[config.mk]
export PLATFORM = sky130hd
export DESIGN_NAME = halfword_load_decode_execute
export DESIGN_NICKNAME = d
export VERILOG_FILES = /design/src/design/halfword_load_pkg.sv /design/src/design/halfword_load_field_decoder.sv /design/src/design/halfword_load_address_gen.sv /design/src/design/halfword_load_decode_execute.sv
export SDC_FILE = /design/constraint.sdc
export NUM_CORES = 1
export LEC_CHECK = 0
export ABC_AREA = 0
export BUFFER_PORTS_ARGS = -buffer_cell sky130_fd_sc_hd__buf_2
export CAP_MARGIN = 20
export CORE_MARGIN = 2
export CORE_UTILIZATION = 50
export DETAILED_ROUTE_END_ITERATION = 6
export HOLD_SLACK_MARGIN = 0.05
export PLACE_DENSITY_LB_ADDON = 0.12
export SETUP_SLACK_MARGIN = 0.5
export SKIP_LAST_GASP = 1
export SLEW_MARGIN = 10
export SYNTH_ARGS = -nofsm -noshare
export SYNTH_HDL_FRONTEND = slang
export SYNTH_SLANG_ARGS = --single-unit
export TNS_END_PERCENT = 50
[constraint.sdc]
create_clock -name sys_clk -period 2.3 [get_ports sys_clk]
set_input_delay 0.115 -clock sys_clk [delete_from_list [all_inputs] [get_ports sys_clk]]
set_output_delay 0.115 -clock sys_clk [all_outputs]
set_load 0.02 [all_outputs]
[src/design/halfword_load_pkg.sv]
// Constants, types and helpers shared by the halfword load decode and execute block.
// What this block does
// - Primary code 31 with extended code 790 is the byte-reversed indexed load, with target, base and index fields at 6-10, 11-15 and 16-20.
// - The byte-reversed load puts halfword bits 00-07 in target bits 24-31, bits 08-15 in target bits 16-23, and zeros in bits 00-15.
// - Indexed forms address base plus index when the base field is nonzero, and the index alone when it is zero.
// - Displacement forms sign-extend the 16-bit displacement to 32 bits and add the base only when the base field is nonzero.
// - Primary code 40 is the zero-extending displacement load, with target 6-10, base 11-15 and displacement 16-31.
// - Every zero-extending load puts the halfword in target bits 16-31 and zeros in bits 0-15.
// - Primary code 41 is the zero-extending displacement load with base update, using the same field positions.
// - Update forms write the address back to the base only when base differs from target, base is nonzero and no fault was raised.
// - Primary code 31 with extended code 331 is the zero-extending indexed load with base update.
// - Primary code 31 with extended code 279 is the zero-extending indexed load without update.
// - The exception register and condition field 0 are never touched by these loads.
// - The indexed load without update writes only the zero-extended target and never the base register.
package halfword_load_pkg;

  localparam int WORD_WIDTH = 32;
  localparam int HALF_WIDTH = 16;
  localparam int BYTE_WIDTH = 8;
  localparam int REG_INDEX_WIDTH = 5;

  // Instruction bit 0 is the most significant bit of the word.
  localparam int PRIMARY_MSB = 31;
  localparam int PRIMARY_LSB = 26;
  localparam int TARGET_MSB = 25;
  localparam int TARGET_LSB = 21;
  localparam int BASE_MSB = 20;
  localparam int BASE_LSB = 16;
  localparam int INDEX_MSB = 15;
  localparam int INDEX_LSB = 11;
  localparam int EXTENDED_MSB = 10;
  localparam int EXTENDED_LSB = 1;
  localparam int DISP_MSB = 15;
  localparam int DISP_LSB = 0;

  localparam logic [5:0] PRIMARY_EXTENDED = 6'h1f;
  localparam logic [5:0] PRIMARY_ZERO_DISP = 6'h28;
  localparam logic [5:0] PRIMARY_ZERO_DISP_UPDATE = 6'h29;
  localparam logic [9:0] EXT_BYTE_REVERSE = 10'h316;
  localparam logic [9:0] EXT_ZERO_INDEXED_UPDATE = 10'h14b;
  localparam logic [9:0] EXT_ZERO_INDEXED = 10'h117;

  localparam logic [REG_INDEX_WIDTH-1:0] REG_ZERO = 5'h00;
  localparam logic [HALF_WIDTH-1:0] UPPER_CLEAR = 16'h0000;
  localparam logic [WORD_WIDTH-1:0] WORD_RESET = 32'h0000_0000;

  typedef enum logic [2:0] {
    OP_NONE = 3'h0,
    OP_BYTE_REVERSE = 3'h1,
    OP_ZERO_DISP = 3'h2,
    OP_ZERO_DISP_UPDATE = 3'h3,
    OP_ZERO_INDEXED_UPDATE = 3'h4,
    OP_ZERO_INDEXED = 3'h5
  } load_op_type;

  typedef enum logic [1:0] {
    ST_IDLE = 2'b00,
    ST_ISSUE = 2'b01,
    ST_AWAIT = 2'b11,
    ST_RETIRE = 2'b10
  } load_state_type;

  function automatic logic [WORD_WIDTH-1:0] sign_extend_disp(input logic [HALF_WIDTH-1:0] disp);
    return {{HALF_WIDTH{disp[HALF_WIDTH-1]}}, disp};
  endfunction : sign_extend_disp

  function automatic logic is_update(input load_op_type op);
    return (op == OP_ZERO_DISP_UPDATE) || (op == OP_ZERO_INDEXED_UPDATE);
  endfunction : is_update

  function automatic logic uses_displacement(input load_op_type op);
    return (op == OP_ZERO_DISP) || (op == OP_ZERO_DISP_UPDATE);
  endfunction : uses_displacement

endpackage : halfword_load_pkg

[src/design/halfword_load_field_decoder.sv]
// Combinational decoder that splits an instruction word into load kind and operand fields.
`timescale 1ns/1ps
module halfword_load_field_decoder (
  input wire logic [31:0] instr_word,
  output halfword_load_pkg::load_op_type decoded_op,
  output logic [4:0] target_field,
  output logic [4:0] base_field,
  output logic [4:0] index_field,
  output logic [15:0] displacement
);
  logic [5:0] primary;
  logic [9:0] extended;

  assign primary = instr_word[halfword_load_pkg::PRIMARY_MSB:halfword_load_pkg::PRIMARY_LSB];
  assign extended = instr_word[halfword_load_pkg::EXTENDED_MSB:halfword_load_pkg::EXTENDED_LSB];
  assign target_field = instr_word[halfword_load_pkg::TARGET_MSB:halfword_load_pkg::TARGET_LSB];
  assign base_field = instr_word[halfword_load_pkg::BASE_MSB:halfword_load_pkg::BASE_LSB];
  assign index_field = instr_word[halfword_load_pkg::INDEX_MSB:halfword_load_pkg::INDEX_LSB];
  assign displacement = instr_word[halfword_load_pkg::DISP_MSB:halfword_load_pkg::DISP_LSB];

  // The lowest instruction bit is ignored by every indexed form.
  always_comb begin
    decoded_op = halfword_load_pkg::OP_NONE;
    if (primary == halfword_load_pkg::PRIMARY_ZERO_DISP) begin
      decoded_op = halfword_load_pkg::OP_ZERO_DISP;
    end else if (primary == halfword_load_pkg::PRIMARY_ZERO_DISP_UPDATE) begin
      decoded_op = halfword_load_pkg::OP_ZERO_DISP_UPDATE;
    end else if (primary == halfword_load_pkg::PRIMARY_EXTENDED) begin
      if (extended == halfword_load_pkg::EXT_BYTE_REVERSE) begin
        decoded_op = halfword_load_pkg::OP_BYTE_REVERSE;
      end else if (extended == halfword_load_pkg::EXT_ZERO_INDEXED_UPDATE) begin
        decoded_op = halfword_load_pkg::OP_ZERO_INDEXED_UPDATE;
      end else if (extended == halfword_load_pkg::EXT_ZERO_INDEXED) begin
        decoded_op = halfword_load_pkg::OP_ZERO_INDEXED;
      end
    end
  end
endmodule : halfword_load_field_decoder

[src/design/halfword_load_address_gen.sv]
// Effective address adder for displacement and indexed halfword loads.
`timescale 1ns/1ps
module halfword_load_address_gen (
  input wire logic [31:0] base_data,
  input wire logic [31:0] index_data,
  input wire logic [15:0] displacement,
  input wire logic base_is_zero,
  input wire logic use_displacement,
  output logic [31:0] effective_address
);
  logic [31:0] offset;
  logic [31:0] base_term;

  // A zero base field selects the constant zero, not register zero.
  assign offset = use_displacement ? halfword_load_pkg::sign_extend_disp(displacement)
                                   : index_data;
  assign base_term = base_is_zero ? halfword_load_pkg::WORD_RESET : base_data;
  assign effective_address = base_term + offset;
endmodule : halfword_load_address_gen

[src/design/halfword_load_decode_execute.sv]
// Decode and execute of the zero-extending and byte-reversed halfword loads.
`timescale 1ns/1ps
module halfword_load_decode_execute (
  input wire logic sys_clk,
  input wire logic reset_n,
  input wire logic instr_valid,
  input wire logic [31:0] instr_word,
  output logic instr_ready,
  output logic [4:0] base_read_index,
  input wire logic [31:0] base_read_data,
  output logic [4:0] index_read_index,
  input wire logic [31:0] index_read_data,
  output logic mem_request,
  output logic [31:0] mem_address,
  input wire logic mem_accept,
  input wire logic mem_response_valid,
  input wire logic [15:0] mem_read_data,
  input wire logic mem_alignment_fault,
  input wire logic mem_storage_fault,
  output logic target_write_enable,
  output logic [4:0] target_write_index,
  output logic [31:0] target_write_data,
  output logic base_write_enable,
  output logic [4:0] base_write_index,
  output logic [31:0] base_write_data,
  output logic illegal_instruction,
  output logic load_fault
);
  halfword_load_pkg::load_state_type state;
  halfword_load_pkg::load_state_type next_state;
  halfword_load_pkg::load_op_type op;
  halfword_load_pkg::load_op_type next_op;
  halfword_load_pkg::load_op_type decoded_op;
  logic [4:0] target;
  logic [4:0] next_target;
  logic [4:0] base;
  logic [4:0] next_base;
  logic [31:0] address;
  logic [31:0] next_address;
  logic [4:0] decoded_target;
  logic [4:0] decoded_base;
  logic [4:0] decoded_index;
  logic [15:0] decoded_disp;
  logic [31:0] effective_address;
  logic fault;
  logic respond;
  logic next_target_write_enable;
  logic [4:0] next_target_write_index;
  logic [31:0] next_target_write_data;
  logic next_base_write_enable;
  logic [4:0] next_base_write_index;
  logic [31:0] next_base_write_data;
  logic next_illegal_instruction;
  logic next_load_fault;

  halfword_load_field_decoder field_decoder (
    .instr_word(instr_word),
    .decoded_op(decoded_op),
    .target_field(decoded_target),
    .base_field(decoded_base),
    .index_field(decoded_index),
    .displacement(decoded_disp)
  );

  halfword_load_address_gen address_gen (
    .base_data(base_read_data),
    .index_data(index_read_data),
    .displacement(decoded_disp),
    .base_is_zero(decoded_base == halfword_load_pkg::REG_ZERO),
    .use_displacement(halfword_load_pkg::uses_displacement(decoded_op)),
    .effective_address(effective_address)
  );

  // Operand reads follow the word on offer so the address is formed in the accept cycle.
  assign base_read_index = decoded_base;
  assign index_read_index = decoded_index;
  assign instr_ready = (state == halfword_load_pkg::ST_IDLE);
  assign mem_request = (state == halfword_load_pkg::ST_ISSUE);
  assign mem_address = address;
  assign fault = mem_alignment_fault | mem_storage_fault;
  assign respond = (state == halfword_load_pkg::ST_AWAIT) && mem_response_valid;

  always_comb begin
    next_state = state;
    next_op = op;
    next_target = target;
    next_base = base;
    next_address = address;
    unique case (state)
      halfword_load_pkg::ST_IDLE: begin
        if (instr_valid && (decoded_op != halfword_load_pkg::OP_NONE)) begin
          next_state = halfword_load_pkg::ST_ISSUE;
          next_op = decoded_op;
          next_target = decoded_target;
          next_base = decoded_base;
          next_address = effective_address;
        end
      end
      halfword_load_pkg::ST_ISSUE: begin
        if (mem_accept) begin
          next_state = halfword_load_pkg::ST_AWAIT;
        end
      end
      halfword_load_pkg::ST_AWAIT: begin
        if (mem_response_valid) begin
          next_state = halfword_load_pkg::ST_RETIRE;
        end
      end
      halfword_load_pkg::ST_RETIRE: begin
        next_state = halfword_load_pkg::ST_IDLE;
      end
    endcase
  end

  always_ff @(posedge sys_clk or negedge reset_n) begin
    if (!reset_n) begin
      state <= halfword_load_pkg::ST_IDLE;
      op <= halfword_load_pkg::OP_NONE;
      target <= halfword_load_pkg::REG_ZERO;
      base <= halfword_load_pkg::REG_ZERO;
      address <= halfword_load_pkg::WORD_RESET;
    end else begin
      state <= next_state;
      op <= next_op;
      target <= next_target;
      base <= next_base;
      address <= next_address;
    end
  end

  // Only target and base write ports exist, so the exception register and
  // condition field 0 cannot change.
  always_comb begin
    next_target_write_enable = respond && !fault;
    next_target_write_index = target;
    next_target_write_data = target_write_data;
    if (respond) begin
      if (op == halfword_load_pkg::OP_BYTE_REVERSE) begin
        next_target_write_data = {halfword_load_pkg::UPPER_CLEAR,
          mem_read_data[halfword_load_pkg::BYTE_WIDTH-1:0],
          mem_read_data[halfword_load_pkg::HALF_WIDTH-1:halfword_load_pkg::BYTE_WIDTH]};
      end else begin
        next_target_write_data = {halfword_load_pkg::UPPER_CLEAR, mem_read_data};
      end
    end
    // A base equal to the target would race two writes to one register; the load wins.
    next_base_write_enable = respond && !fault && halfword_load_pkg::is_update(op)
      && (base != halfword_load_pkg::REG_ZERO) && (base != target);
    next_base_write_index = base;
    next_base_write_data = address;
    next_illegal_instruction = instr_ready && instr_valid
      && (decoded_op == halfword_load_pkg::OP_NONE);
    next_load_fault = respond && fault;
  end

  always_ff @(posedge sys_clk or negedge reset_n) begin
    if (!reset_n) begin
      target_write_enable <= 1'b0;
      target_write_index <= halfword_load_pkg::REG_ZERO;
      target_write_data <= halfword_load_pkg::WORD_RESET;
      base_write_enable <= 1'b0;
      base_write_index <= halfword_load_pkg::REG_ZERO;
      base_write_data <= halfword_load_pkg::WORD_RESET;
      illegal_instruction <= 1'b0;
      load_fault <= 1'b0;
    end else begin
      target_write_enable <= next_target_write_enable;
      target_write_index <= next_target_write_index;
      target_write_data <= next_target_write_data;
      base_write_enable <= next_base_write_enable;
      base_write_index <= next_base_write_index;
      base_write_data <= next_base_write_data;
      illegal_instruction <= next_illegal_instruction;
      load_fault <= next_load_fault;
    end
  end

  // Checks on the decode and retire behaviour.
  logic [5:0] chk_primary;
  logic [9:0] chk_extended;
  logic chk_take;
  assign chk_primary = instr_word[halfword_load_pkg::PRIMARY_MSB:halfword_load_pkg::PRIMARY_LSB];
  assign chk_extended =
    instr_word[halfword_load_pkg::EXTENDED_MSB:halfword_load_pkg::EXTENDED_LSB];
  assign chk_take = instr_ready && instr_valid;
endmodule : halfword_load_decode_execute

# [Word level (Yosys, flattened, before mapping)]
# Index checks and enable logic that the tools add are counted.
[totals] ff_bits=125 in_bits=119 output_inout_bits=122
[op_classes] n_addsub=1 eq_ne=18 mux=13 n_bitwise=1 n_reduce_logical=19
[ops] cell="two-way mux 32 bit" n=2
[ops] cell="adder 32 bit" n=1
[ops] cell="== test 10 x 9 -> 1 bit (second input constant)" n=2
[ops] cell="two-way mux 3 bit" n=6
[ops] cell="two-way mux 16 bit" n=1
[ops] cell="== test 6 bit (second input constant)" n=2
[ops] cell="== test 10 bit (second input constant)" n=1
[ops] cell="== test 3 x 2 -> 1 bit (second input constant)" n=3
[ops] cell="logical AND 1 bit" n=9
[ops] cell="one-hot mux 2 bit (4 select lines)" n=1
[ops] cell="== test 6 x 5 -> 1 bit (second input constant)" n=1
[ops] cell="two-way mux 2 bit" n=3
[ops] cell="zero test 5 bit" n=1
[ops] cell="inequality test 5 bit" n=1
[ops] cell="nonzero test 5 bit" n=1
[ops] cell="== test 2 bit (second input constant)" n=2
[ops] cell="inequality test 2 x 1 -> 1 bit (second input constant)" n=2
[ops] cell="== test 3 x 1 -> 1 bit (second input constant)" n=1
[ops] cell="== test 3 bit (second input constant)" n=1
[ops] cell="zero test 3 bit" n=1
[ops] cell="AND reduction 3 bit" n=1
[ops] cell="nonzero test 3 bit" n=1
[ops] cell="== test 2 x 1 -> 1 bit (second input constant)" n=1
[ops] cell="zero test 2 bit" n=1
[ops] cell="5 further kinds" n=6

# [Depth between registers and ports, before layout]
# Gate-level depths: netlist of the first run.
[depth] ltp_word=11 ltp_mapped=14 mapped_depth_nobuf=12

# [Cells and area by module]
# From an unflattened synthesis of the first run, not the netlist that was laid out.
[unflattened] cells_unflattened=611 area_unflattened_um2=6429.9
[by_module_without_submodules] module="halfword_load_decode_execute" instances=1 cells_per_inst=260 area_per_inst_um2=3943.8 seq_area_each_um2=2727.6
[by_module_without_submodules] module="halfword_load_address_gen" instances=1 cells_per_inst=308 area_per_inst_um2=2142.1 seq_area_each_um2=0.0
[by_module_without_submodules] module="halfword_load_field_decoder" instances=1 cells_per_inst=43 area_per_inst_um2=344.1 seq_area_each_um2=0.0

# [Worst setup path before layout of the first run]
# OpenSTA, ideal clock, no wires.
[synth_timing] path_kind="input port to flip-flop" from="input instr_word[16]" to="register address[28], in the netlist mem_address[28]" t_arrival_ps=3264 path_slack_ps=-1085 cell_stages=13 path_buffers=1 cell_sequence="or4_1 -> nor2_1 -> clkbuf_1 -> nor2b_1 -> ha_1 -> fa_1 -> a211oi_1 -> o211ai_1 -> a221o_1 -> a2bb2oi_2 -> a41oi_1 -> mux2i_1 -> nand2_1"
[synth_via] elab_chain_len=3
[synth_lines] item="start: declaration" line_no="halfword_load_decode_execute.sv:7" source="input wire logic [31:0] instr_word,"
[synth_lines] item="zero test 5 bit" line_no="halfword_load_decode_execute.sv:69" source=".base_is_zero(decoded_base == halfword_load_pkg::REG_ZERO),"
[synth_lines] item="two-way mux 32 bit" line_no="halfword_load_address_gen.sv:17" source="assign base_term = base_is_zero ? halfword_load_pkg::WORD_RESET : base_data;"
[synth_lines] item="adder 32 bit" line_no="halfword_load_address_gen.sv:18" source="assign effective_address = base_term + offset;"
[synth_lines] item="end signal: assignment" line_no="halfword_load_decode_execute.sv:121" source="address <= halfword_load_pkg::WORD_RESET;"
[synth_lines] item="end signal: assignment" line_no="halfword_load_decode_execute.sv:127" source="address <= next_address;"
[synth_lines] item="end: declaration" line_no="halfword_load_decode_execute.sv:38" source="logic [31:0] address;"
# No other way between the ends.
# A chain may end at the register's enable or synchronous reset.

# [Worst setup path in the final report of the first run]
[layout_timing] from="input instr_word[19]" to="register address[28], in the netlist mem_address[28]"
# Same word-level chain as after synthesis.

==> results of run 1 <==
sequential cells by signal, indices dropped and copies added, names as in the netlist, 3 cells and up:
signal / count
base: 5
base_write_data: 32
base_write_index: 5
mem_address: 32
next_target_write_index: 5
op: 3
target_write_data: 16
target_write_index: 5
layout by cell type (no fill, tap or decap), drive strengths merged, types with 4 or more instances in the layout:
master,n
a211oi,5
a21o,24
a21oi,33
a31oi,5
and3,4
buf,386
clkbuf,12
conb,16
dfrtp,109
dlygate4sd3,13
ha,31
inv,10
mux2,15
mux2i,19
nand2,114
nand3,12
nand4,9
nor2,31
nor2b,34
nor3,8
o211ai,5
o21a,5
o21ai,68
o31ai,6
or4,4
xnor2,16
xor2,15
cell type report:
type / count / area (µm²) / share of cell area
Clock inverter: 4 / 31.28 / 0.003188
Multi-Input combinational cell: 524 / 3954 / 0.4029
Sequential cell: 109 / 2728 / 0.2780
Inverter: 9 / 33.78 / 0.003443
Tap cell: 172 / 215.2 / 0.02193
Clock buffer: 12 / 246.5 / 0.02512
Timing Repair Buffer: 399 / 2605 / 0.2655
kinds of logic (layout without fill, tap and decap cells):
logic type,count (synthesis),after routing
DFF,109,109
buffers and inverters,70,424
other,1,16
adders and majority gates,32,32
xor gates and xnor gates,31,31
AOI/OAI and AO/OA,177,177
and+or+nand+nor,233,234
muxes,34,34
synth_stat cells (5+ instances only):
cell type,instances
mux2_2,15
nor2b_1,34
nand3_1,11
o21a_1,5
buf_4,26
clkbuf_1,20
o211ai_1,5
a21oi_1,31
nand4_1,8
mux2i_1,19
xnor2_1,16
o21ai_0,64
o31ai_1,5
nor3_1,8
dfrtp_1,109
nand2_1,113
xor2_1,15
nor2_1,31
ha_1,31
a21o_1,22
inv_1,9
critical path, cell delays in order:
cell       delay, ns
buf_6           0.10
or4_4           0.55
nor2_4          0.16
buf_12          0.16
buf_12          0.14
nor2b_1         0.06
ha_2            0.29
o21a_1          0.20
o31a_1          0.28
a221o_1         0.39
a2bb2oi_4       0.18
a41oi_2         0.21
mux2i_1         0.22
nand2_1         0.08
per-stage QoR:
step / TNS [ns] / setup WS (ns) / instance area [µm²] / utilization
floorplan: -11.07 / -0.6575 / 6665 / -
global placement: -20.14 / -0.9026 / 8702 / 0.6868
detailed placement: -22.08 / -0.9753 / 8702 / 0.6868
CTS: -9.694 / -0.5177 / 9364 / 0.7390
global route: -12.53 / -0.6659 / 9813 / 0.7745
finish: -9.790 / -0.5790 / 9813 / 0.7745
repair_timing:
action                                 CTS  global route
gates resized for setup                 33            67
gates cloned                             1             0
pin swaps                               25            67
setup endpoints to repair               31            43
buffers inserted                         7            15
hold buffers                            13             0
endpoints found under the hold margin   53             0
where the power goes:
part           leakage, µW  switching, µW  internal [µW]
clock network     0.000137            724            773
logic              0.00352           2040           1460
registers          0.00146            348           2500
how the worst max path moves through the flow:
stage | start | end | slack [ns]
floorplan | instr_word[20] | mem_address[23] | -0.66
global placement | instr_word[20] | mem_address[29] | -0.90
detailed placement | instr_word[27] | mem_address[25] | -0.98
CTS | instr_word[16] | mem_address[28] | -0.52
global route | instr_word[19] | mem_address[28] | -0.67
finish | instr_word[19] | mem_address[28] | -0.58
metal layers:
metal	vias up	GRT usage
met5	-	0
li1	3099	-
met2	226	0.5213
met3	37	0.03537
met4	0	0.1054
met1	3163	0.3495
==> metrics.txt, run 1 <==
Adder-Cell Fraction of Synth Area 0.06266; WP data arrival between 3 and 4 ns; top cells by area, synth dfrtp_1, nand2_1, ha_1; xor/xnor share of the synthesized area 0.04171; cell taking the most area after synthesis dfrtp_1; Hold Crit Endpoint base[0]; nature of the critical path startpoint primary input; final worst slack -0.5790 ns; cell depth of the worst flop-to-flop path 6; Num Clock Sinks 109; NumNets Final about 1200; Die Area 13950 µm²; status finished, violations left; WL met3 around 930 µm; Post-synth top flop dfrtp_1; CP Class primary input to flip-flop; unrepaired setup endpoints after global routing yes; clock slew at reported path FFs around 0.070 ns; hold path start instr_word[16]; Async SR Flop Fraction 1.000; n_diodes 0; root buffer cell clkbuf_16; highest routed layer met4; part of the cycle the worst path needs 1.252; Max Buffers Root-to-Sink 2; Max Cap Violations 0; Avg Cell Area, Syn approximately 9.5 µm²; Final Slew Violations 0; Ys Warns 0; Hold Path Class primary input to flip-flop; insertion delay to the later sink of the worst-skew pair 0.35 ns; Slew headroom 0.6064; antenna violations before repair 0; Pwr Total 7843 µW; final setup vio count 27; worst path required time 2.54 ns; port bufs between 200 and 250; number of cells in the finished layout apart from fillers about 1200; initial DRC count between 300 and 400; Die Width between 100 and 150 µm; dpl hpwl 15500 µm; Lkg Pwr 0.005113 µW; post-synthesis mux area share 0.05516; Synth top area share 0.4190; DRC 0; met2 wire length 10880 µm; reg2reg setup slack about 0.53 ns; die height roughly 120 µm; total iterations of the first detailed-routing run 5; final hold vios 0; Pwr per Cell Area around 800 nW/µm²; Core Region ~13000 µm²; worst slew pin tran ~0.59 ns; GRT Total Usage 0.2880; cells after synthesis roughly 700; Met1 Wirelength 8632 µm; Ports roughly 240; Setup crit end kind flip-flop; Placed Cells between 1000 and 1500; via/cell ratio ~5.3; Rows roughly 40; Worst Hold Slack slightly above 0.07 ns; Reg2Reg Launch Point state[1]; first-pass GRT wire length between 30000 and 40000 µm; Final ANT Viol Nets 0; Simple-Gate Fraction of Synth Area 0.1737; largest family of logic cells by synthesized area compound AO/OA/AOI/OAI gates; Worst R2R End mem_address[25]; violated checks negative setup slack; routability-driven placement congestion ratio 0.9794; Crit Path Max Fanout 8; clock skew slightly below 0.008 ns; routed len/inst about 17 µm; Routed WL 20900 µm; layout cells sized above 1 0.4702; Starting Density 0.5138; total CTS buffers 9; post-synth cell types 74; GRT overflow 0; vias in the first global route 6581; worst vdd ir between 0.5 and 0.6 mV; Fillers 914; hold depth 4; synthesis-to-layout area growth 50.74%; Syn Std Cell Area around 6500 µm²; sequential element share of the synthesized area 0.4190; via count about 6500; fin crit period roughly 2.9 ns; Synth Area in Compound Gates 0.1832; number of flops mapped to enable cells by yosys 0; TritonCTS clock tree done; number of synthesized register bits 109; pin count of the biggest net entering global routing 51; H-tree Lvls 3; Max Clk Rate roughly 350 MHz
No activity file was read; power rests on OpenSTA's default activity.
==> run 2, diff against run 1 <==
--- a/config.mk
+++ b/config.mk
@@ -5,11 +5,11 @@
 export SDC_FILE = /design/constraint.sdc
 export NUM_CORES = 1
 export LEC_CHECK = 0
-export ABC_AREA = 0
+export ABC_AREA = 1
 export BUFFER_PORTS_ARGS = -buffer_cell sky130_fd_sc_hd__buf_2
 export CAP_MARGIN = 20
 export CORE_MARGIN = 2
-export CORE_UTILIZATION = 50
+export CORE_UTILIZATION = 52
 export DETAILED_ROUTE_END_ITERATION = 6
 export HOLD_SLACK_MARGIN = 0.05
 export PLACE_DENSITY_LB_ADDON = 0.12
==> run 2 against run 1 <==
  * The flow now finishes without violations
  * Critical endpoint is now mem_address[31]
  * Hold slack got worse by 0.0011 ns
  * Sequential share of layout area fell by 3.4 points
  * Clock skew is 0.00067 ns lower
  * Final area up 14%
  * Combinational power grew 5%
  * Flip-flop and latch count is the same
  * Fmax rose by 29%
  * Total power rose by 2.7%
  * Final cell count up 26%
  * Critical path type unchanged
  * Largest cell class unchanged
  * Non-clock buffer count shrank 67
==> metrics.txt, run 2 <==
Final ANT Viol Nets 0; leading cell types in the layout, fill and taps excluded nand2_1, buf_2, inv_1, dfrtp_1, nand2_2; Pwr per Cell Area 720.3 nW/µm²; commonest non-fill, non-tap cell in the layout nand2_1; Max Buffers Root-to-Sink 2; initial DRC count roughly 660; dpl hpwl 16170 µm; Crit Path Max Fanout 8; Hold Path Class primary input to flip-flop; post-synth cell types 35; final setup vio count 0; routed len/inst around 18 µm; Avg Cell Area, Syn between 6 and 7 µm²; reg2reg setup slack approximately 0.48 ns; Post-synth top cells nand2_1, inv_1, dfrtp_1, o21ai_0, nor2_1; CP dominant cell by count nand2_1; worst slew pin tran 0.5510 ns; number of synthesized register bits 109; Core Region 13350 µm²; worst path required time about 2.5 ns; multi-input logic area 4979 µm²; hold path start mem_read_data[4]; Ys Warns 0; sequential element share of the synthesized area 0.3819; NumNets Final approximately 1500; Final Slew Violations 0; GRT Total Usage 0.2935; cell taking the most area after synthesis dfrtp_1; routability-driven placement congestion ratio ~0.95; worst vdd ir around 0.47 mV; Rows 42; Max Clk Rate 447.9 MHz; n_diodes 0; DRC 0; port bufs 224; die height 121.2 µm; Hold Crit Endpoint target_write_data[12]; Die Area about 15000 µm²; first-pass GRT wire length between 30000 and 40000 µm; Starting Density 0.5351; top cells by area, synth dfrtp_1, nand2_1, inv_1; H-tree Lvls 3; layout cells sized above 1 0.4619; Crit path max-delay family simple AND/OR/NAND/NOR gates; CP max stage cell ha_4; antenna violations before repair 0; clock skew ~0.007 ns; number of flops mapped to enable cells by yosys 0; CP cell instances buf_2 -> nor2_4 -> nand4_1 -> buf_4 -> buf_8 -> nand2_1 -> inv_2 -> ha_4 -> nand2_1 -> nand2_1 -> nand2_2 -> nand2_4 -> a21oi_2 -> nand2_2 -> nand2_2 -> nand2_1 -> nand2_1 -> nand2_2 -> nand2_1 -> nand2_1; Num Clock Sinks approximately 110; synthesis-to-layout area growth 56.59%; Async SR Flop Fraction 1.000; Synth top area share 0.3819; Die Width approximately 120 µm; via count 8442; TritonCTS clock tree done; final hold vios 0; Largest stage delay, worst path approximately 0.29 ns; hold depth 3; total CTS buffers 9; Fillers 788; fin crit period 2.233 ns; nature of the critical path startpoint primary input; Lkg Pwr 0.006371 µW; Worst R2R End base[2]; cell depth of the worst flop-to-flop path 6; pin count of the biggest net entering global routing 44; Post-synth top flop dfrtp_1; cells after synthesis 1061; pre-CTS setup slack -0.1840 ns; CP Class primary input to flip-flop; WP data arrival approximately 2.5 ns; unrepaired setup endpoints after global routing yes; Max Cap Violations 0; CP bufs+invs 4; GRT overflow 0; Routed WL ~27000 µm; part of the cycle the worst path needs 0.9708; status completed; Syn Std Cell Area about 7000 µm²; Final Util 0.8378; root buffer cell clkbuf_16; Worst Hold Slack between 0.07 and 0.08 ns; final worst slack around 0.067 ns; Ports roughly 240; total negative slack 0 ns; clock slew at reported path FFs 0.06 ns; Reg area between 2000 and 3000 µm²; Reg2Reg Launch Point state[1]; via/cell ratio 5.436; vias in the first global route 7178; total iterations of the first detailed-routing run 6; most numerous cell in the Yosys netlist nand2_1; Slew headroom 0.6326; insertion delay to the later sink of the worst-skew pair 0.35 ns; Setup crit end kind flip-flop
## run 2: changes by cell type after synthesis, sizes merged, moves of 13 or more
cell / previous run / this run
nand2: 113 / 412
inv: 9 / 191
nor2: 31 / 70
nor2b: 34 / 0
a21o: 24 / 1
nand3: 12 / 34
mux2i: 19 / 0
mux2: 15 / 0
o21ai: 68 / 81
## run 2: cell families after synthesis
logic type,synth area share
and+or+nand+nor,0.3110
xor gates and xnor gates,0.02330
DFF,0.3819
buffers and inverters,0.1438
other,0.0005251
adders and majority gates,0.05711
AOI/OAI and AO/OA,0.08234
## run 2: how the worst max path moves through the flow
stage,start,endpoint,slack [ns],cells past startpoint
global placement,instr_word[29],mem_address[24],-0.15,19
global route,instr_word[16],mem_address[31],0.007,20
CTS,instr_word[17],mem_address[28],0.39,19
floorplan,instr_word[29],mem_address[28],0.22,19
finish,instr_word[16],mem_address[31],0.07,20
detailed placement,instr_word[29],mem_address[31],-0.18,20
## run 2: what timing repair did
| item | 4_1_cts | 5_1_grt |
|---|---|---|
| pin swaps | 50 | 104 |
| endpoints found under the hold margin | 49 | 0 |
| setup buffers | 15 | 14 |
| setup endpoints to repair | 27 | 44 |
| gates cloned | 4 | 4 |
| gates resized for setup | 112 | 281 |
| hold buffers | 10 | 0 |
## run 2: worst reg2reg max path, stage by stage, from the launching register on
cell     delay (ns)
dfrtp_1        0.42
nor2_1         0.23
inv_1          0.09
nor2_1         0.20
nand2_4        0.21
buf_4          0.31
o21ai_0        0.25
## run 2: area by class of cell
| class | instances | share of cell area |
|---|---|---|
| timing repair buffer | 332 | 0.1978 |
| sequential | 109 | 0.2439 |
| clock inverter | 4 | 0.004475 |
| tap | 176 | 0.01969 |
| multi-input combinational | 731 | 0.4452 |
| clock buffer | 10 | 0.02137 |
| inverter | 191 | 0.06758 |
## run 2: per-layer routing
metal  GRT usage  wire (µm)  vias up
li1            -          -     3819
met5           0          0        -
met2      0.4961      12970      544
met3     0.03947       2229      177
met1      0.3877      10440     3902
met4      0.1020       1808        0
## run 2: power breakdown
group          switching, µW  total [µW]  internal (µW)
clock network            653        1510            859
logic                   2310        3680           1370
registers                363        2860           2500
## run 2: through the flow
step           std cells  instance area (µm²)  total power [µW]
3_5_place_dp        1492                 8999              5851
2_1_floorplan       1076                 7491              4658
3_3_place_gp        1492                 8999              5785
6_report            1553                11180              8055
4_1_cts             1535                10040              7543
5_1_grt             1553                11180              8448
==> run 3, diff against run 2 <==
--- a/config.mk
+++ b/config.mk
@@ -9,7 +9,7 @@
 export BUFFER_PORTS_ARGS = -buffer_cell sky130_fd_sc_hd__buf_2
 export CAP_MARGIN = 20
 export CORE_MARGIN = 2
-export CORE_UTILIZATION = 52
+export CORE_UTILIZATION = 55
 export DETAILED_ROUTE_END_ITERATION = 6
 export HOLD_SLACK_MARGIN = 0.05
 export PLACE_DENSITY_LB_ADDON = 0.12
==> constraint.sdc (replaced) <==
create_clock -name sys_clk -period 2.8 [get_ports sys_clk]
set_input_delay 0.14 -clock sys_clk [delete_from_list [all_inputs] [get_ports sys_clk]]
set_output_delay 0.14 -clock sys_clk [all_outputs]
set_load 0.02 [all_outputs]
==> run 3 against run 2 <==
  * First-iteration DRC count fell by 18%
  * Flip-flop and latch count did not move
  * Worst setup slack improved by 0.58 ns
  * Final cell count fell by 5.4%
  * Critical endpoint is now mem_address[18]
  * Largest cell class unchanged
==> metrics.txt, run 3 (synthesis results as in run 2) <==
status completed; fin crit period ~2.1 ns; Max Buffers Root-to-Sink 2; root buffer cell clkbuf_16; CP dominant cell by count nand2_1; via/cell ratio 4.831; via count a little over 7000; vias in the first global route 6276; Routed WL about 19000 µm; Num Clock Sinks around 110; Fillers around 1200; CP cell instances buf_2 -> inv_1 -> nor2_1 -> nand3_1 -> buf_6 -> inv_4 -> buf_12 -> o21ai_0 -> inv_1 -> ha_2 -> nand2_1 -> nor2_1 -> nand2_1 -> inv_1 -> nand2_2 -> nand3_1 -> nand2_1 -> nand2_1 -> nand2_1; routability-driven placement congestion ratio 0.9977; total iterations of the first detailed-routing run 5; worst path required time between 3 and 4 ns; Reg2Reg Launch Point state[1]; power share of the sequential group 0.394; leading cell types in the layout, fill and taps excluded nand2_1, buf_2, inv_1, dfrtp_1, o21ai_0; Slew headroom 0.5516; CP Class primary input to flip-flop; worst slew pin tran 0.6725 ns; Setup crit end kind flip-flop; CP max stage cell ha_2; commonest non-fill, non-tap cell in the layout nand2_1; clock slew at reported path FFs roughly 0.070 ns; number of cells in the finished layout apart from fillers approximately 1500; Lkg Pwr between 0.005 and 0.006 µW; Starting Density 0.5636; dpl hpwl 15070 µm; Hold Path Class primary input to flip-flop; Core Region between 10000 and 15000 µm²; n_diodes 0; clock skew approximately 0.0047 ns; pin count of the biggest net entering global routing 57; insertion delay to the later sink of the worst-skew pair between 0.3 and 0.4 ns; Max Clk Rate between 400 and 500 MHz; Final ANT Viol Nets 0; Crit Path Max Fanout 21; Worst setup startpoint instr_word[29]; H-tree Lvls 3; TritonCTS clock tree done; nature of the critical path startpoint primary input; Die Width 118.0 µm; first-pass GRT wire length about 30000 µm; DRC 0; Largest stage delay, worst path roughly 0.38 ns; GRT overflow 0; GRT Total Usage 0.2738; Reg area about 2700 µm²; antenna violations before repair 0; port bufs around 220; multi-input logic area between 3000 and 4000 µm²; Rows between 40 and 50; unrepaired setup endpoints after global routing yes; Ports approximately 240; part of the cycle the worst path needs 0.7673; Final Slew Violations 0; Placed Cells 1437; final setup vio count 0; die height approximately 120 µm; Sw Ratio 0.4019; Comb pwr share 0.394; total negative slack 0 ns; Clk pwr share 0.211; routed len/inst around 13 µm; layout cells sized above 1 0.2436; Pwr per Cell Area 661.5 nW/µm²; final hold vios 0; WP data arrival roughly 2.4 ns; hold path start instr_valid; NumNets Final 1443; cell internal pwr 3556 µW; initial DRC count about 540; worst vdd ir ~0.34 mV; NetSw between 2000 and 2500 µW; Die Area ~14000 µm²; Max Cap Violations 0; synthesis-to-layout area growth 25.84%; total CTS buffers 9
-- run 3: routing by layer --
layer  routed length (µm)  global-route usage  share of wire  vias to the layer above
met5                    0                   0              0                        -
met4                  363             0.08358          0.019                        0
met3                 1086             0.02907          0.056                       29
met2                 9309              0.4611           0.48                      270
met1                 8706              0.3730           0.45                     3152
li1                     -                   -              -                     3646
-- run 3: area by class of cell --
cell class	instances	area share
Sequential cell	109	0.3035
Multi-Input combinational cell	730	0.4053
Clock inverter	7	0.008214
Timing Repair Buffer	251	0.1540
Clock buffer	9	0.02506
Tap cell	172	0.02395
Inverter	191	0.08005
-- run 3: power groups by stage --
stage	clock network (µW)	logic (µW)	registers, µW
2_1_floorplan	0	903	2860
5_1_grt	1350	2560	2390
3_3_place_gp	0	2230	2350
4_1_cts	1280	2290	2340
6_report	1260	2350	2340
3_5_place_dp	0	2260	2360
-- run 3: worst paths after layout --
check,slack (ns),cells after the start,endpoint
min in group asynchronous,0.37,2,state[1]
hold / removal,0.07,3,illegal_instruction
setup / recovery,0.65,19,mem_address[18]
hold reg to reg,0.39,0,base_write_data[8]
max in group asynchronous,1.69,3,base_write_data[29]
setup reg to reg,0.97,6,target_write_enable
-- run 3: metrics by stage --
| stage | setup slack [ns] | util | hold slack (ns) | total power (µW) | area (µm²) |
|---|---|---|---|---|---|
| 3_3_place_gp | 0.03852 | 0.6568 | 0.2195 | 4581 | 8322 |
| 5_1_grt | 0.4169 | 0.7093 | 0.07995 | 6299 | 8987 |
| 4_1_cts | 0.5059 | 0.6891 | 0.06176 | 5902 | 8732 |
| 3_5_place_dp | 0.07182 | 0.6568 | 0.2165 | 4616 | 8322 |
| 6_report | 0.6515 | 0.7093 | 0.07205 | 5945 | 8987 |
| 2_1_floorplan | 0.5431 | - | -0.1556 | 3761 | 7198 |
-- run 3: worst max-delay path: cells and delay by family --
| family | cells | cell delay [ns] |
|---|---|---|
| fa+ha+maj | 1 | 0.38 |
| simple gates | 10 | 1.02 |
| buf+inv | 7 | 0.67 |
| compound gates | 1 | 0.17 |
-- run 3: timing repair --
item,in CTS,in global routing
hold buffers,10,0
setup buffers,0,6
pin swaps,1,7
resized for setup,4,58
hold endpoints to repair,61,0
setup endpoints to repair,1,20
